[src/fcid_pkg.sv]
package fcid_pkg;
  localparam int unsigned SERIAL_WIDTH   = 64;
  localparam int unsigned CLK_FREQ_MHZ   = 10;
  localparam int unsigned MAX_FREQ_MHZ   = 100;
  localparam int unsigned FUSE_BIT_CNT   = 64;
  localparam logic [6:0]  FUSE_BIT_LAST  = 7'h3F;
  localparam logic [63:0] SERIAL_RESET   = 64'h0000_0000_0000_0000;
  // arbitrary neutral fuse content for the model of the fuse array
  localparam logic [63:0] FUSE_DEFAULT   = 64'h5A3C_96E1_0F1E_2D4B;
  typedef enum logic [1:0] {
    FCID_IDLE = 2'b00,
    FCID_LOAD = 2'b01,
    FCID_DONE = 2'b11
  } fcid_state_t;
endpackage : fcid_pkg

[src/fcid_fuse_shifter.sv]
`timescale 1ns/1ns
`default_nettype none
// fuse array model: presents one fuse bit per cycle, lsb first
module fcid_fuse_shifter #(
  parameter logic [63:0] FUSE_VALUE = fcid_pkg::FUSE_DEFAULT
) (
  input  wire logic       sys_clk,
  input  wire logic [6:0] bitIndex,
  output logic            fuseBit
);
  logic fuseBitReg;
  wire  selBit = FUSE_VALUE[bitIndex[5:0]];

  always_ff @(posedge sys_clk) begin
    fuseBitReg <= selBit;
  end

  assign fuseBit = fuseBitReg;
endmodule : fcid_fuse_shifter
`default_nettype wire

[src/fcid_reader.sv]
`timescale 1ns/1ns
`default_nettype none
// What this block does
// - With the clock running, the block fetches the serial value from the fuses onto a 64-bit output.
// - Holding nrst low for at least one clock returns the block to its initial state.
// - Once loaded, the serial value stays steady until reconfiguration or reset.
// - The ready flag stays low in the initial state and during loading.
// - The ready flag rises only once the serial value is valid.
// - From power-up the serial value reads zero until loaded.
module fcid_reader #(
  parameter logic [63:0] FUSE_VALUE = fcid_pkg::FUSE_DEFAULT
) (
  input  wire logic        sys_clk,
  input  wire logic        nrst,
  output logic             dataValid,
  output logic [63:0]      device_serial_value
);
  fcid_pkg::fcid_state_t stateReg;
  fcid_pkg::fcid_state_t stateNext;
  logic [6:0]  bitIdxReg;
  logic [6:0]  bitIdxNext;
  logic [6:0]  capIdxReg;
  logic        capEnReg;
  logic [63:0] shiftReg;
  logic [63:0] serialReg;
  logic [63:0] serialNext;
  logic        validReg;
  logic        fuseBit;
  logic        lastIssuedReg;
  logic [6:0]  loadCntReg;

  // cycles spent in the load state when the last fuse bit is captured
  localparam logic [6:0] LOAD_CYCLES = 7'h40;

  // state decode shared by the issue logic and the checks
  function automatic logic fcid_is_loading(input fcid_pkg::fcid_state_t st);
    return st == fcid_pkg::FCID_LOAD;
  endfunction : fcid_is_loading

  // fuse bit arrives one cycle after its index is presented
  fcid_fuse_shifter #(
    .FUSE_VALUE (FUSE_VALUE)
  ) uFuse (
    .sys_clk  (sys_clk),
    .bitIndex (bitIdxReg),
    .fuseBit  (fuseBit)
  );

  wire lastIssue = fcid_is_loading(stateReg) && (bitIdxReg == fcid_pkg::FUSE_BIT_LAST);
  wire lastCap   = capEnReg && (capIdxReg == fcid_pkg::FUSE_BIT_LAST);
  // index stops once the last bit is issued, so no bit is captured twice
  wire issuing   = fcid_is_loading(stateReg) && !lastIssuedReg;

  always_comb begin
    stateNext = stateReg;
    case (stateReg)
      fcid_pkg::FCID_IDLE: stateNext = fcid_pkg::FCID_LOAD;
      fcid_pkg::FCID_LOAD: begin
        if (lastCap) begin
          stateNext = fcid_pkg::FCID_DONE;
        end
      end
      fcid_pkg::FCID_DONE: stateNext = fcid_pkg::FCID_DONE;
      default:             stateNext = fcid_pkg::FCID_IDLE;
    endcase
  end

  assign bitIdxNext = issuing ? bitIdxReg + 7'h01 : bitIdxReg;
  // value moves to the output only as a whole, so no partial id is ever shown
  assign serialNext = lastCap ? {fuseBit, shiftReg[63:1]} : serialReg;

  // synchronous reset returns everything to the initial state
  always_ff @(posedge sys_clk) begin
    if (!nrst) begin
      stateReg      <= fcid_pkg::FCID_IDLE;
      bitIdxReg     <= 7'h00;
      lastIssuedReg <= 1'b0;
      capEnReg      <= 1'b0;
      capIdxReg     <= 7'h00;
      shiftReg      <= fcid_pkg::SERIAL_RESET;
      serialReg     <= fcid_pkg::SERIAL_RESET;
      validReg      <= 1'b0;
    end else begin
      stateReg      <= stateNext;
      bitIdxReg     <= bitIdxNext;
      lastIssuedReg <= lastIssuedReg | lastIssue;
      capEnReg      <= issuing;
      capIdxReg     <= bitIdxReg;
      shiftReg      <= capEnReg ? {fuseBit, shiftReg[63:1]} : shiftReg;
      serialReg     <= serialNext;
      validReg      <= lastCap | validReg;
    end
  end

  assign dataValid           = validReg;
  assign device_serial_value = serialReg;

  // check helper: counts cycles spent loading since the last reset
  always_ff @(posedge sys_clk) begin
    if (!nrst) begin
      loadCntReg <= 7'h00;
    end else if (fcid_is_loading(stateReg)) begin
      loadCntReg <= loadCntReg + 7'h01;
    end
  end
endmodule : fcid_reader
`default_nettype wire

[config.mk]
export PLATFORM = sky130hd
export DESIGN_NAME = fcid_reader
export DESIGN_NICKNAME = d
export VERILOG_FILES = /design/src/fcid_pkg.sv /design/src/fcid_fuse_shifter.sv /design/src/fcid_reader.sv
export SDC_FILE = /design/constraint.sdc
export NUM_CORES = 1
export LEC_CHECK = 0
export ABC_AREA = 1
export BUFFER_PORTS_ARGS = -buffer_cell sky130_fd_sc_hd__buf_2
export CAP_MARGIN = 20
export CORE_ASPECT_RATIO = 1.2
export CORE_UTILIZATION = 51
export CTS_BUF_LIST = sky130_fd_sc_hd__clkbuf_8 sky130_fd_sc_hd__clkbuf_16
export CTS_CLUSTER_SIZE = 30
export DETAILED_ROUTE_END_ITERATION = 10
export PLACE_DENSITY = 0.74
export SYNTH_ARGS = -nofsm -noshare
export SYNTH_HDL_FRONTEND = slang
export SYNTH_SLANG_ARGS = --single-unit
[constraint.sdc]
create_clock -name sys_clk -period 1.3 [get_ports sys_clk]
set_clock_uncertainty 0.15 [all_clocks]
set_input_delay 0.13 -clock sys_clk [delete_from_list [all_inputs] [get_ports sys_clk]]
set_output_delay 0.13 -clock sys_clk [all_outputs]
set_load 0.05 [all_outputs]
### Word-level counts from Yosys, hierarchy flattened

Memory sizes are Yosys's and may differ from the RTL's. A register that Yosys moved wholly into a read port is not among the register bits.
Index checks and enable logic that the tools add are counted.

| storage, ports and cells | value |
|---|---|
| ROM bits | 64 |
| input bits | 2 |
| register bits after elaboration | 147 |
| output and inout bits | 65 |
| logic and storage cells | 24 |
| memories | 1 |

Memories:

| name | depth | width | rd ports | clocked after Yosys merged registers in | write ports | line | source |
|---|---|---|---|---|---|---|---|
| (no name shown) | 64 | 1 | 1 | 1 | 0 | fcid_fuse_shifter.sv:12 | `wire selBit = FUSE_VALUE[bitIndex[5:0]];` |

| operators by class | value |
|---|---|
| equality and inequality tests | 5 |
| $add $sub $neg | 1 |
| reduce and logical (&&, ||, !) cells | 5 |
| mux-type cells | 2 |
| bitwise operators | 2 |

Operator list:

| kind | number |
|---|---|
| == test 7 x 6 -> 1 bit (second input constant) | 2 |
| adder 7 x 1 -> 7 bit (second input constant) | 1 |
| one-hot mux 2 bit (3 select lines) | 1 |
| logical AND 1 bit | 3 |
| == test 2 x 1 -> 1 bit (second input constant) | 1 |
| == test 2 bit (second input constant) | 1 |
| zero test 2 bit | 1 |
| 2-to-1 mux 2 bit | 1 |
| inequality test 2 bit (second input constant) | 1 |
| bitwise OR 1 bit | 2 |
| zero test 1 bit | 1 |

### Longest topological paths before layout

Gate-level depths: netlist of the first run.

| logic depth | value |
|---|---|
| word-level depth | 4 |
| gate-level depth with buffers | 10 |
| gate-level depth less buffers | 10 |

### By module

From an unflattened synthesis of the first run, not the netlist that was laid out.

| unflattened totals | value |
|---|---|
| cell total of the unflattened synthesis | 771 |
| area total of the unflattened synthesis | 5,791.8 um^2 |

By module, submodules not included:

| module | times used | cells each | seq. area each (um^2) | area an instance (um^2) |
|---|---|---|---|---|
| fcid_reader | 1 | 727 | 2,922.8 | 5,559.1 |
| fcid_fuse_shifter | 1 | 44 | 20.0 | 232.7 |

### Least setup slack after synthesis of the first run

No wires, ideal clock.

| path | value |
|---|---|
| path kind | flip-flop to flip-flop |
| start | reg bitIdxReg[0] |
| end | reg uFuse.fuseBitReg (netlist: uFuse.fuseBit) |
| slack | -0.134 ns |
| data arrival time | 1.172 ns |
| clock period less this slack | 1.434 ns |
| stages on the path, launching flop included | 11 |
| library setup time | 0.112 ns |
| cells stage by stage | dfxtp_1 inv_1 ha_1 inv_1 nand2_1 nand3_1 nand2_1 nand2_1 nand2_1 nand2_1 nand2_1 |

RTL lines:

| item | line | source |
|---|---|---|
| start: declaration | fcid_reader.sv:20 | `logic [6:0] bitIdxReg;` |
| start signal: assignment | fcid_reader.sv:85 | `bitIdxReg <= bitIdxNext;` |
| end: declaration | fcid_fuse_shifter.sv:11 | `logic fuseBitReg;` |

### Worst setup path after layout of the first run

| path | value |
|---|---|
| start | reg capIdxReg[1] |
| end | reg serialReg[21] (netlist: device_serial_value[21]) |

| on the way | value |
|---|---|
| cells in the longest elaborated chain, start to end | 2 |

Ends and longest elaborated chain:

| item | line | source |
|---|---|---|
| start: declaration | fcid_reader.sv:22 | `logic [6:0] capIdxReg;` |
| start signal: assignment | fcid_reader.sv:88 | `capIdxReg <= bitIdxReg;` |
| == test 7 x 6 -> 1 bit | fcid_reader.sv:50 | `wire lastCap = capEnReg && (capIdxReg == fcid_pkg::FUSE_BIT_LAST);` |
| logical AND 1 bit | fcid_reader.sv:50 |  |
| end signal: assignment | fcid_reader.sv:81 | `serialReg <= fcid_pkg::SERIAL_RESET;` |
| end signal: assignment | fcid_reader.sv:90 | `serialReg <= serialNext;` |
| end: declaration | fcid_reader.sv:25 | `logic [63:0] serialReg;` |

No other way between the ends.
A chain may end at the register's enable or synchronous reset.

==> results of run 1 <==
-- registers in the layout, indices dropped and copies added, names as in the netlist --
| register | count |
|---|---|
| uFuse.fuseBit | 1 |
| bitIdxReg | 7 |
| capEnReg | 1 |
| lastIssuedReg | 1 |
| stateReg | 2 |
| capIdxReg | 7 |
| shiftReg | 63 |
| device_serial_value | 64 |
| dataValid | 1 |
-- kinds of logic after synthesis --
| family | after synthesis |
|---|---|
| simple gates | 331 |
| flops | 147 |
| compound gates | 133 |
| buf+inv | 74 |
| fa+ha+maj | 6 |
-- metrics by stage --
stage | util (%) | power, mW | area, sq um | worst slack (ps) | TNS, ps
2_1_floorplan | - | 5.36 | 5320 | 9.89 | 0
3_3_place_gp | 57.8 | 5.54 | 5810 | -122 | -3890
3_5_place_dp | 57.8 | 5.57 | 5810 | -121 | -7100
4_1_cts | 65.0 | 10.5 | 6540 | -84.4 | -3240
5_1_grt | 67.6 | 10.9 | 6800 | -175 | -9800
6_report | 67.6 | 10.4 | 6800 | -86.5 | -4070
-- metal layers --
metal / up-vias / share of wire [%] / track usage, %
met2: 102 / 51 / 35.4
met4: 0 / 1.0 / 8.18
met5: - / 0 / 0
met3: 14 / 4.3 / 5.73
li1: 2334 / - / -
met1: 2093 / 44 / 25.4
-- worst reg2reg max path: stages (launching register included) --
cell,delay [ps]
dfxtp_1,330
nand2_1,70
nor3_2,170
nand2_4,130
clkinv_4,150
clkbuf_16,190
nor2_1,40
nor2_1,90
-- power by group through the flow --
stage | combinational [mW] | sequential, mW | clock, mW
after floorplan | 0.473 | 4.88 | 0
after global placement | 0.621 | 4.91 | 0
after detailed placement | 0.649 | 4.92 | 0
after CTS | 0.676 | 4.84 | 4.94
after global routing | 0.826 | 4.87 | 5.18
final | 0.726 | 4.85 | 4.85
-- layout make-up --
cell class | count | share of cell area (%)
Sequential cell | 147 | 43.5
Multi-Input combinational cell | 470 | 31.1
Timing Repair Buffer | 91 | 12.4
Clock buffer | 18 | 6.46
Clock inverter | 14 | 2.37
Tap cell | 126 | 2.32
Inverter | 30 | 1.80
-- worst paths after layout --
| check | depth (start not counted) | startpoint | to | slack, ps |
|---|---|---|---|---|
| worst max register to register | 7 | capIdxReg[1] | device_serial_value[21] | -90 |
| worst max-delay path | 7 | capIdxReg[1] | device_serial_value[21] | -90 |
| worst min register to register | 2 | device_serial_value[7] | device_serial_value[7] | 330 |
| worst min-delay path | 2 | device_serial_value[7] | device_serial_value[7] | 330 |
-- cells in the final DEF (no fill, tap or decap), types with 6 or more instances in the layout --
| cell | count |
|---|---|
| inv_1 | 24 |
| nor2_2 | 6 |
| buf_4 | 47 |
| clkbuf_16 | 20 |
| o21ai_1 | 47 |
| nor2_1 | 266 |
| buf_12 | 8 |
| nand2_1 | 37 |
| o21ai_0 | 78 |
| nand3_1 | 6 |
| dfxtp_1 | 141 |
| clkbuf_4 | 25 |
-- what timing repair did --
action,in CTS,in global routing
hold buffers,1,0
pin swaps,1,8
hold endpoints to repair,4,0
buffers inserted,0,0
cloned,0,3
setup endpoints to repair,158,171
resized for setup,57,105
==> results.yml, run 1 <==
pwr:
  p_seq_share_pct: 46.5
  ir_drop_uv: 989
  p_leak_nw: 3.00
  swShare_pct: 22.9
  internal_power_mw: 8.05
  powerDensity_mw_per_mm2: 1530
  p_clk_share_pct: 46.5
  p_switching_mw: 2.38
  power_frac_comb_pct: 7.0
sta:
  period_minus_slack_ps: 1390
  fmax_ghz: 0.721
  fin_hold_ws_ps: 326
  maxSlewHeadroom_pct: 80.0
  slew_viol_final: 0
  final.setup.worst_slack_ps: -86.5
  finalHoldViolations: 0
  worst_pin_slew_ps: 298
  setup_viol: 66
  finalCritPeriodShare_pct: 107
  rsz0062_at_grt: "yes"
grt:
  overflow: 0
  grt_pass1_vias: 4093
  grt_pass1_wl_um: 18100
  grt_max_degree: 92
  grtUsageTotal_pct: 21.1
  antenna_found_initial: 0
die:
  initial_core_util_pct: 52.8
  die_w_um: 95.1
  rows: 40
  core-area_sq_mm: 0.0101
  io_pins: 67
  dieArea_sq_mm: 0.0108
  die_height_um: 114
placed_design:
  gp_congestion: 0.875
  hpwl_um: 6960
  place_inst: 860
  io_buffer_count: 66
route:
  drtIter0Drc: 259
  viasPerCell: 5.07
  drc: 0
  routedWlPerCell_um: 12.9
  drt_pre_antenna_iters: 6
  vias: 4543
  antenna_left: 0
  wirelength_um: 11600
yosys:
  ys_ff_latch: 147
  synth_cell_type_count: 17
  synth_top_area_share_pct: 55.4
  muxShareOfSynthArea_pct: 0
  syn_nets: 699
  syn_area_per_cell_sq_um: 7.68
  synth-seq-area-share_pct: 55.4
  synth_xor_xnor_area_share_pct: 0
  synth_cells: 691
  synth_compound_area_share_pct: 12.5
  ys_warn_count: 0
  netlist_area_sq_mm: 0.00531
  async_reset_ff_share_pct: 0
  synth_top_family_by_area: "simple AND/OR/NAND/NOR gates"
  synth_commonest_cells: "274 x nor2_1, 147 x dfxtp_1, 120 x o21ai_0"
  synth_edf_count: 0
  yosysTopAreaCell: "dfxtp_1"
  synth_most_common_cell: "nor2_1"
  synth_area_leaders: "dfxtp_1 55%, nor2_1 19%, o21ai_0 11%"
  synthAdderAreaFrac_pct: 1.41
  synthSimpleGateAreaFrac_pct: 24.0
  synth_ff_type: "dfxtp_1"
run:
  maxCapViolations: 0
clock_network:
  clkSinkCount: 147
  cts_root_buf: "clkbuf_16"
  cts_buffer_depth: 2
  cts_tree: "done"
  clk_latency_ps: 410
  cts_buffers: 17
  path_clk_slew_ps: 60
  cts_max_level: 4
critical_path:
  arrival_ps: 1580
  path_common_cell: "nor2_1"
  slowest_delay_ps: 330
  end_kind: "flop"
  cp_cell_sequence: "nand2_1, nor3_2, nand2_4, clkinv_4, clkbuf_16, nor2_1, nor2_1"
  path_delay_family: "simple AND/OR/NAND/NOR gates"
  required_ps: 1500
  crit_type: "reg -> reg"
  cp_slowest_cell: "dfxtp_1"
  cp-start-kind: "flop"
  critical_path_peak_fanout: 15
  cp_num_buf_inv: 2
cells_and_area:
  stdcell_count: 896
  multi_input_area_sq_mm: 0.00212
  num_antenna_cells: 0
  syn_to_final_growth_pct: 28.1
  fillers: 758
  final_nets: 765
  drive_above_1_share_pct: 20.5
  register_area_sq_mm: 0.00296
outcome:
  outcome: "finished, violations left"
  violations: "setup timing"
hold_path:
  hp-class: "reg -> reg"
No activity file was read; power rests on OpenSTA's default activity.
==> inputs of run 2 (changes only) <==
--- a/config.mk
+++ b/config.mk
@@ -13,7 +13,7 @@
 export CTS_BUF_LIST = sky130_fd_sc_hd__clkbuf_8 sky130_fd_sc_hd__clkbuf_16
 export CTS_CLUSTER_SIZE = 30
 export DETAILED_ROUTE_END_ITERATION = 10
-export PLACE_DENSITY = 0.74
+export PLACE_DENSITY = 0.85
 export SYNTH_ARGS = -nofsm -noshare
 export SYNTH_HDL_FRONTEND = slang
 export SYNTH_SLANG_ARGS = --single-unit
==> results.yml, run 2 (synthesis results as in run 1) <==
route:
  vias: 4996
  antenna_left: 0
  drc: 0
  wirelength_um: 15100
  viasPerCell: 5.53
  routedWlPerCell_um: 16.7
  drtIter0Drc: 438
  drt_pre_antenna_iters: 6
placed_design:
  io_buffer_count: 66
  placed_area_sq_mm: 0.00582
  hpwl_um: 7140
  gp_congestion: 0.904
die:
  io_pins: 67
  initial_core_util_pct: 52.8
  rows: 40
  die_w_um: 95.1
  core-area_sq_mm: 0.0101
  dieArea_sq_mm: 0.0108
  die_height_um: 114
cells_and_area:
  syn_to_final_growth_pct: 33.1
  mostFrequentLayoutCells: "252 x nor2_1, 139 x dfxtp_1, 85 x o21ai_0"
  stdcell_area_sq_mm: 0.00707
  largest_reg_flops: 64
  final_common_cell: "nor2_1"
  drive_above_1_share_pct: 24.2
  fin_util_pct: 70.3
  num_antenna_cells: 0
  final_nets: 773
critical_path:
  r2r-start: "capEnReg"
  r2r_cells: 6
  critical_path_peak_fanout: 11
  crit_type: "reg -> reg"
  required_ps: 1450
  rrSetupSlack_ps: -180
  arrival_ps: 1630
  timing.rr.end: "device_serial_value[49]"
  end_kind: "flop"
  cp-start-kind: "flop"
clock_network:
  cts_max_level: 4
  clk_latency_ps: 420
  clkSinkCount: 147
  cts_tree: "done"
  path_clk_slew_ps: 60
  cts_buffers: 17
  cts_root_buf: "clkbuf_16"
  cts_buffer_depth: 2
hold_path:
  hp-class: "reg -> reg"
  holdCritStartpoint: "device_serial_value[10]"
  min_path_cells: 2
  hold_end: "device_serial_value[10]"
sta:
  rsz0062_at_grt: "yes"
  fmax_ghz: 0.675
  period_minus_slack_ps: 1480
  maxSlewHeadroom_pct: 74.5
  final.setup.worst_slack_ps: -180
  finalCritPeriodShare_pct: 114
  worst_pin_slew_ps: 380
  setup_viol: 73
  finalHoldViolations: 0
  slew_viol_final: 0
grt:
  grtUsageTotal_pct: 22.1
  antenna_found_initial: 0
  grt_pass1_wl_um: 18700
  grt_max_degree: 104
  overflow: 0
  grt_pass1_vias: 4203
pwr:
  p_leak_nw: 3.08
  internal_power_mw: 8.09
  p_seq_share_pct: 45.6
  ir_drop_uv: 935
  swShare_pct: 24.2
  p_total_mw: 10.7
  p_switching_mw: 2.59
  power_frac_comb_pct: 7.9
  p_clk_share_pct: 46.4
  powerDensity_mw_per_mm2: 1510
outcome:
  outcome: "finished, violations left"
  violations: "setup timing"
run:
  maxCapViolations: 0
run 2: per-stage QoR:
stage	hold WS, ps	setup TNS, ps	setup slack [ps]	instances
global placement	255	-39.6	-19.4	861
floorplan	151	0	9.89	691
detailed placement	259	-1090	-60.3	861
finish	329	-6240	-180	904
CTS	330	-2430	-75.9	894
global route	363	-9070	-210	904
run 2: power by group through the flow:
stage | registers (mW) | clock network [mW] | logic [mW]
2_1_floorplan | 4.88 | 0 | 0.473
3_3_place_gp | 4.91 | 0 | 0.623
3_5_place_dp | 4.93 | 0 | 0.659
4_1_cts | 4.84 | 4.91 | 0.701
5_1_grt | 4.89 | 5.16 | 0.931
6_report | 4.87 | 4.95 | 0.849
run 2: how the worst max path moves through the flow:
stage                            start                       to  slack (ps)  cells past startpoint
after floorplan           capIdxReg[3]  device_serial_value[18]          10                      7
after global placement    capIdxReg[5]  device_serial_value[57]         -20                      6
after detailed placement  capIdxReg[1]  device_serial_value[57]         -60                      6
after CTS                 capIdxReg[3]  device_serial_value[52]         -80                      7
after global routing       stateReg[1]             bitIdxReg[2]        -210                      5
final                         capEnReg  device_serial_value[49]        -180                      6
run 2: timing repair:
action	in CTS	in global routing
buffers inserted	0	1
cloned	0	10
resized for setup	35	155
pin swaps	3	12
hold buffers	1	0
hold endpoints to repair	5	0
setup endpoints to repair	96	179
run 2: area by class of cell:
type	instances	area [sq um]
well taps	126	158
inverters	30	130
multi-input cells	470	2210
repair buffers	99	1010
flip-flops and latches	147	2960
fillers	640	2990
clock buffers	18	439
clock inverters	14	161
run 2: worst max-delay path, stage by stage, from the launching register on:
cell and delay (ps):
dfxtp_2 370, nand2_1 70, nor2_2 140, nand2_4 150
buf_6 190, o21ai_0 220, nor2_1 70
run 2: layer usage:
layer / vias to the layer above / part of all wire (%) / global-route usage [%]
met5: - / 0 / 0
met4: 0 / 3.4 / 10.1
met3: 47 / 6.4 / 5.60
met2: 243 / 52 / 38.0
met1: 2360 / 38 / 25.3
li1: 2346 / - / -
==> inputs of run 3 (changes only) <==
--- a/config.mk
+++ b/config.mk
@@ -14,6 +14,7 @@
 export CTS_CLUSTER_SIZE = 30
 export DETAILED_ROUTE_END_ITERATION = 10
 export PLACE_DENSITY = 0.85
+export SETUP_SLACK_MARGIN = 0.5
 export SYNTH_ARGS = -nofsm -noshare
 export SYNTH_HDL_FRONTEND = slang
 export SYNTH_SLANG_ARGS = --single-unit
==> results.yml, run 3 (synthesis results as in run 1) <==
outcome:
  outcome: "finished, violations left"
  violations: "DRC, hold timing, setup timing"
clock_network:
  clk_latency_ps: 440
  cts_buffer_depth: 2
  cts_max_level: 4
  cts_root_buf: "clkbuf_16"
  clkSinkCount: 147
  cts_tree: "done"
  path_clk_slew_ps: 70
  cts_buffers: 17
route:
  vias: 7076
  wirelength_um: 33900
  antenna_left: 0
  routedWlPerCell_um: 34.9
  viasPerCell: 7.28
  drtIter0Drc: 1607
  drc: 5
  drt_pre_antenna_iters: 11
sta:
  finalCritPeriodShare_pct: 187
  slew_viol_final: 0
  setup_tns_ps: -44240
  maxSlewHeadroom_pct: 52.6
  fin_hold_ws_ps: -33.0
  worst_pin_slew_ps: 707
  fmax_ghz: 0.411
  setup_viol: 137
  rsz0062_at_grt: "yes"
  period_minus_slack_ps: 2430
  final.setup.worst_slack_ps: -1130
  finalHoldViolations: 5
placed_design:
  gp_congestion: 0.897
  io_buffer_count: 66
  dp_slack_ps: -112
  hpwl_um: 6980
  place_inst: 857
die:
  io_pins: 67
  die_w_um: 95.1
  rows: 40
  core-area_sq_mm: 0.0101
  die_height_um: 114
  dieArea_sq_mm: 0.0108
  initial_core_util_pct: 52.8
critical_path:
  critical_path_peak_fanout: 7
  cp_slowest_cell: "o21ai_1"
  arrival_ps: 2530
  required_ps: 1400
  r2r-start: "capIdxReg[1]"
  crit_type: "reg -> reg"
  cp_cell_sequence: "nand2_2, nor3_4, nand2_8, buf_6, buf_16, o21ai_1, nor2_1"
  timing.rr.end: "device_serial_value[26]"
  rrSetupSlack_ps: -1130
  end_kind: "flop"
  r2r_cells: 7
  slowest_delay_ps: 560
  cp-start-kind: "flop"
grt:
  grt_max_degree: 48
  use_met2_pct: 67.5
  antenna_found_initial: 2
  top_usage_layer: "met2"
  grtUsageTotal_pct: 42.5
  grt_pass1_vias: 6094
  met3_usage_pct: 13.5
  use_met1_pct: 46.5
  grt_pass1_wl_um: 33800
  overflow: 0
cells_and_area:
  mostFrequentLayoutCells: "151 x nor2_1, 69 x dfxtp_1, 68 x nor2_4"
  syn_to_final_growth_pct: 82.2
  drive_above_1_share_pct: 57.4
  final_nets: 842
  largest_reg_flops: 64
  final_common_cell: "nor2_1"
  fillers: 191
  stdcell_count: 972
hold_path:
  hold_end: "shiftReg[55]"
  hp-class: "in -> reg"
  min_path_cells: 3
  holdCritStartpoint: "nrst"
run:
  maxCapViolations: 0
pwr:
  p_leak_nw: 3.93
  ir_drop_uv: 1400
  powerDensity_mw_per_mm2: 1270
-- run 3: layout make-up --
cell class / instances / area, sq um / share of cell area, %
Multi-Input combinational cell: 470 / 3140 / 32.5
Sequential cell: 147 / 3080 / 31.8
Timing Repair Buffer: 165 / 2520 / 26.0
Clock buffer: 20 / 478 / 4.94
Inverter: 30 / 161 / 1.67
Tap cell: 126 / 158 / 1.63
Clock inverter: 10 / 95.1 / 0.983
Timing Repair inverter: 3 / 43.8 / 0.453
Antenna cell: 1 / 2.50 / 0.0259
-- run 3: layer usage --
layer / wire length (um) / vias up / share of wire [%]
li1: - / 2492 / -
met1: 10400 / 3199 / 31
met2: 13500 / 941 / 40
met3: 5700 / 438 / 17
met4: 4150 / 6 / 12
met5: 104 / - / 0.31
-- run 3: how the worst max path moves through the flow --
stage	start	endpoint	slack, ps	cells after the start
detailed placement	capIdxReg[3]	device_serial_value[60]	-110	6
global route	capIdxReg[1]	device_serial_value[26]	-1090	7
finish	capIdxReg[1]	device_serial_value[26]	-1130	7
global placement	capIdxReg[3]	device_serial_value[60]	-90	6
floorplan	capIdxReg[3]	device_serial_value[28]	40	7
CTS	capIdxReg[3]	device_serial_value[16]	-150	6
-- run 3: stage by stage --
stage	area (sq um)	power (mW)	utilization [%]
3_5_place_dp	5930	5.62	59.0
6_report	9670	12.2	96.1
4_1_cts	8510	11.0	84.6
5_1_grt	9670	12.4	96.1
3_3_place_gp	5930	5.58	59.0
2_1_floorplan	5560	5.46	-
-- run 3: critical path, delay by kind of cell, from the launching register on --
family,cells,cell delay [ps]
AOI/OAI and AO/OA,1,560
buffers and inverters,2,310
DFF,1,370
and+or+nand+nor,4,830
-- run 3: power breakdown --
| part | total (mW) | internal (mW) | switching (mW) |
|---|---|---|---|
| Clock | 5.16 | 2.98 | 2.18 |
| Sequential | 5.05 | 4.67 | 0.377 |
| Combinational | 2.03 | 0.862 | 1.17 |
-- run 3: what timing repair did --
item | CTS | global route
setup endpoints to repair | 207 | 209
buffers inserted | 28 | 30
endpoints found under the hold margin | 18 | 11
gates cloned | 22 | 4
pin swaps | 81 | 47
gates resized for setup | 403 | 236
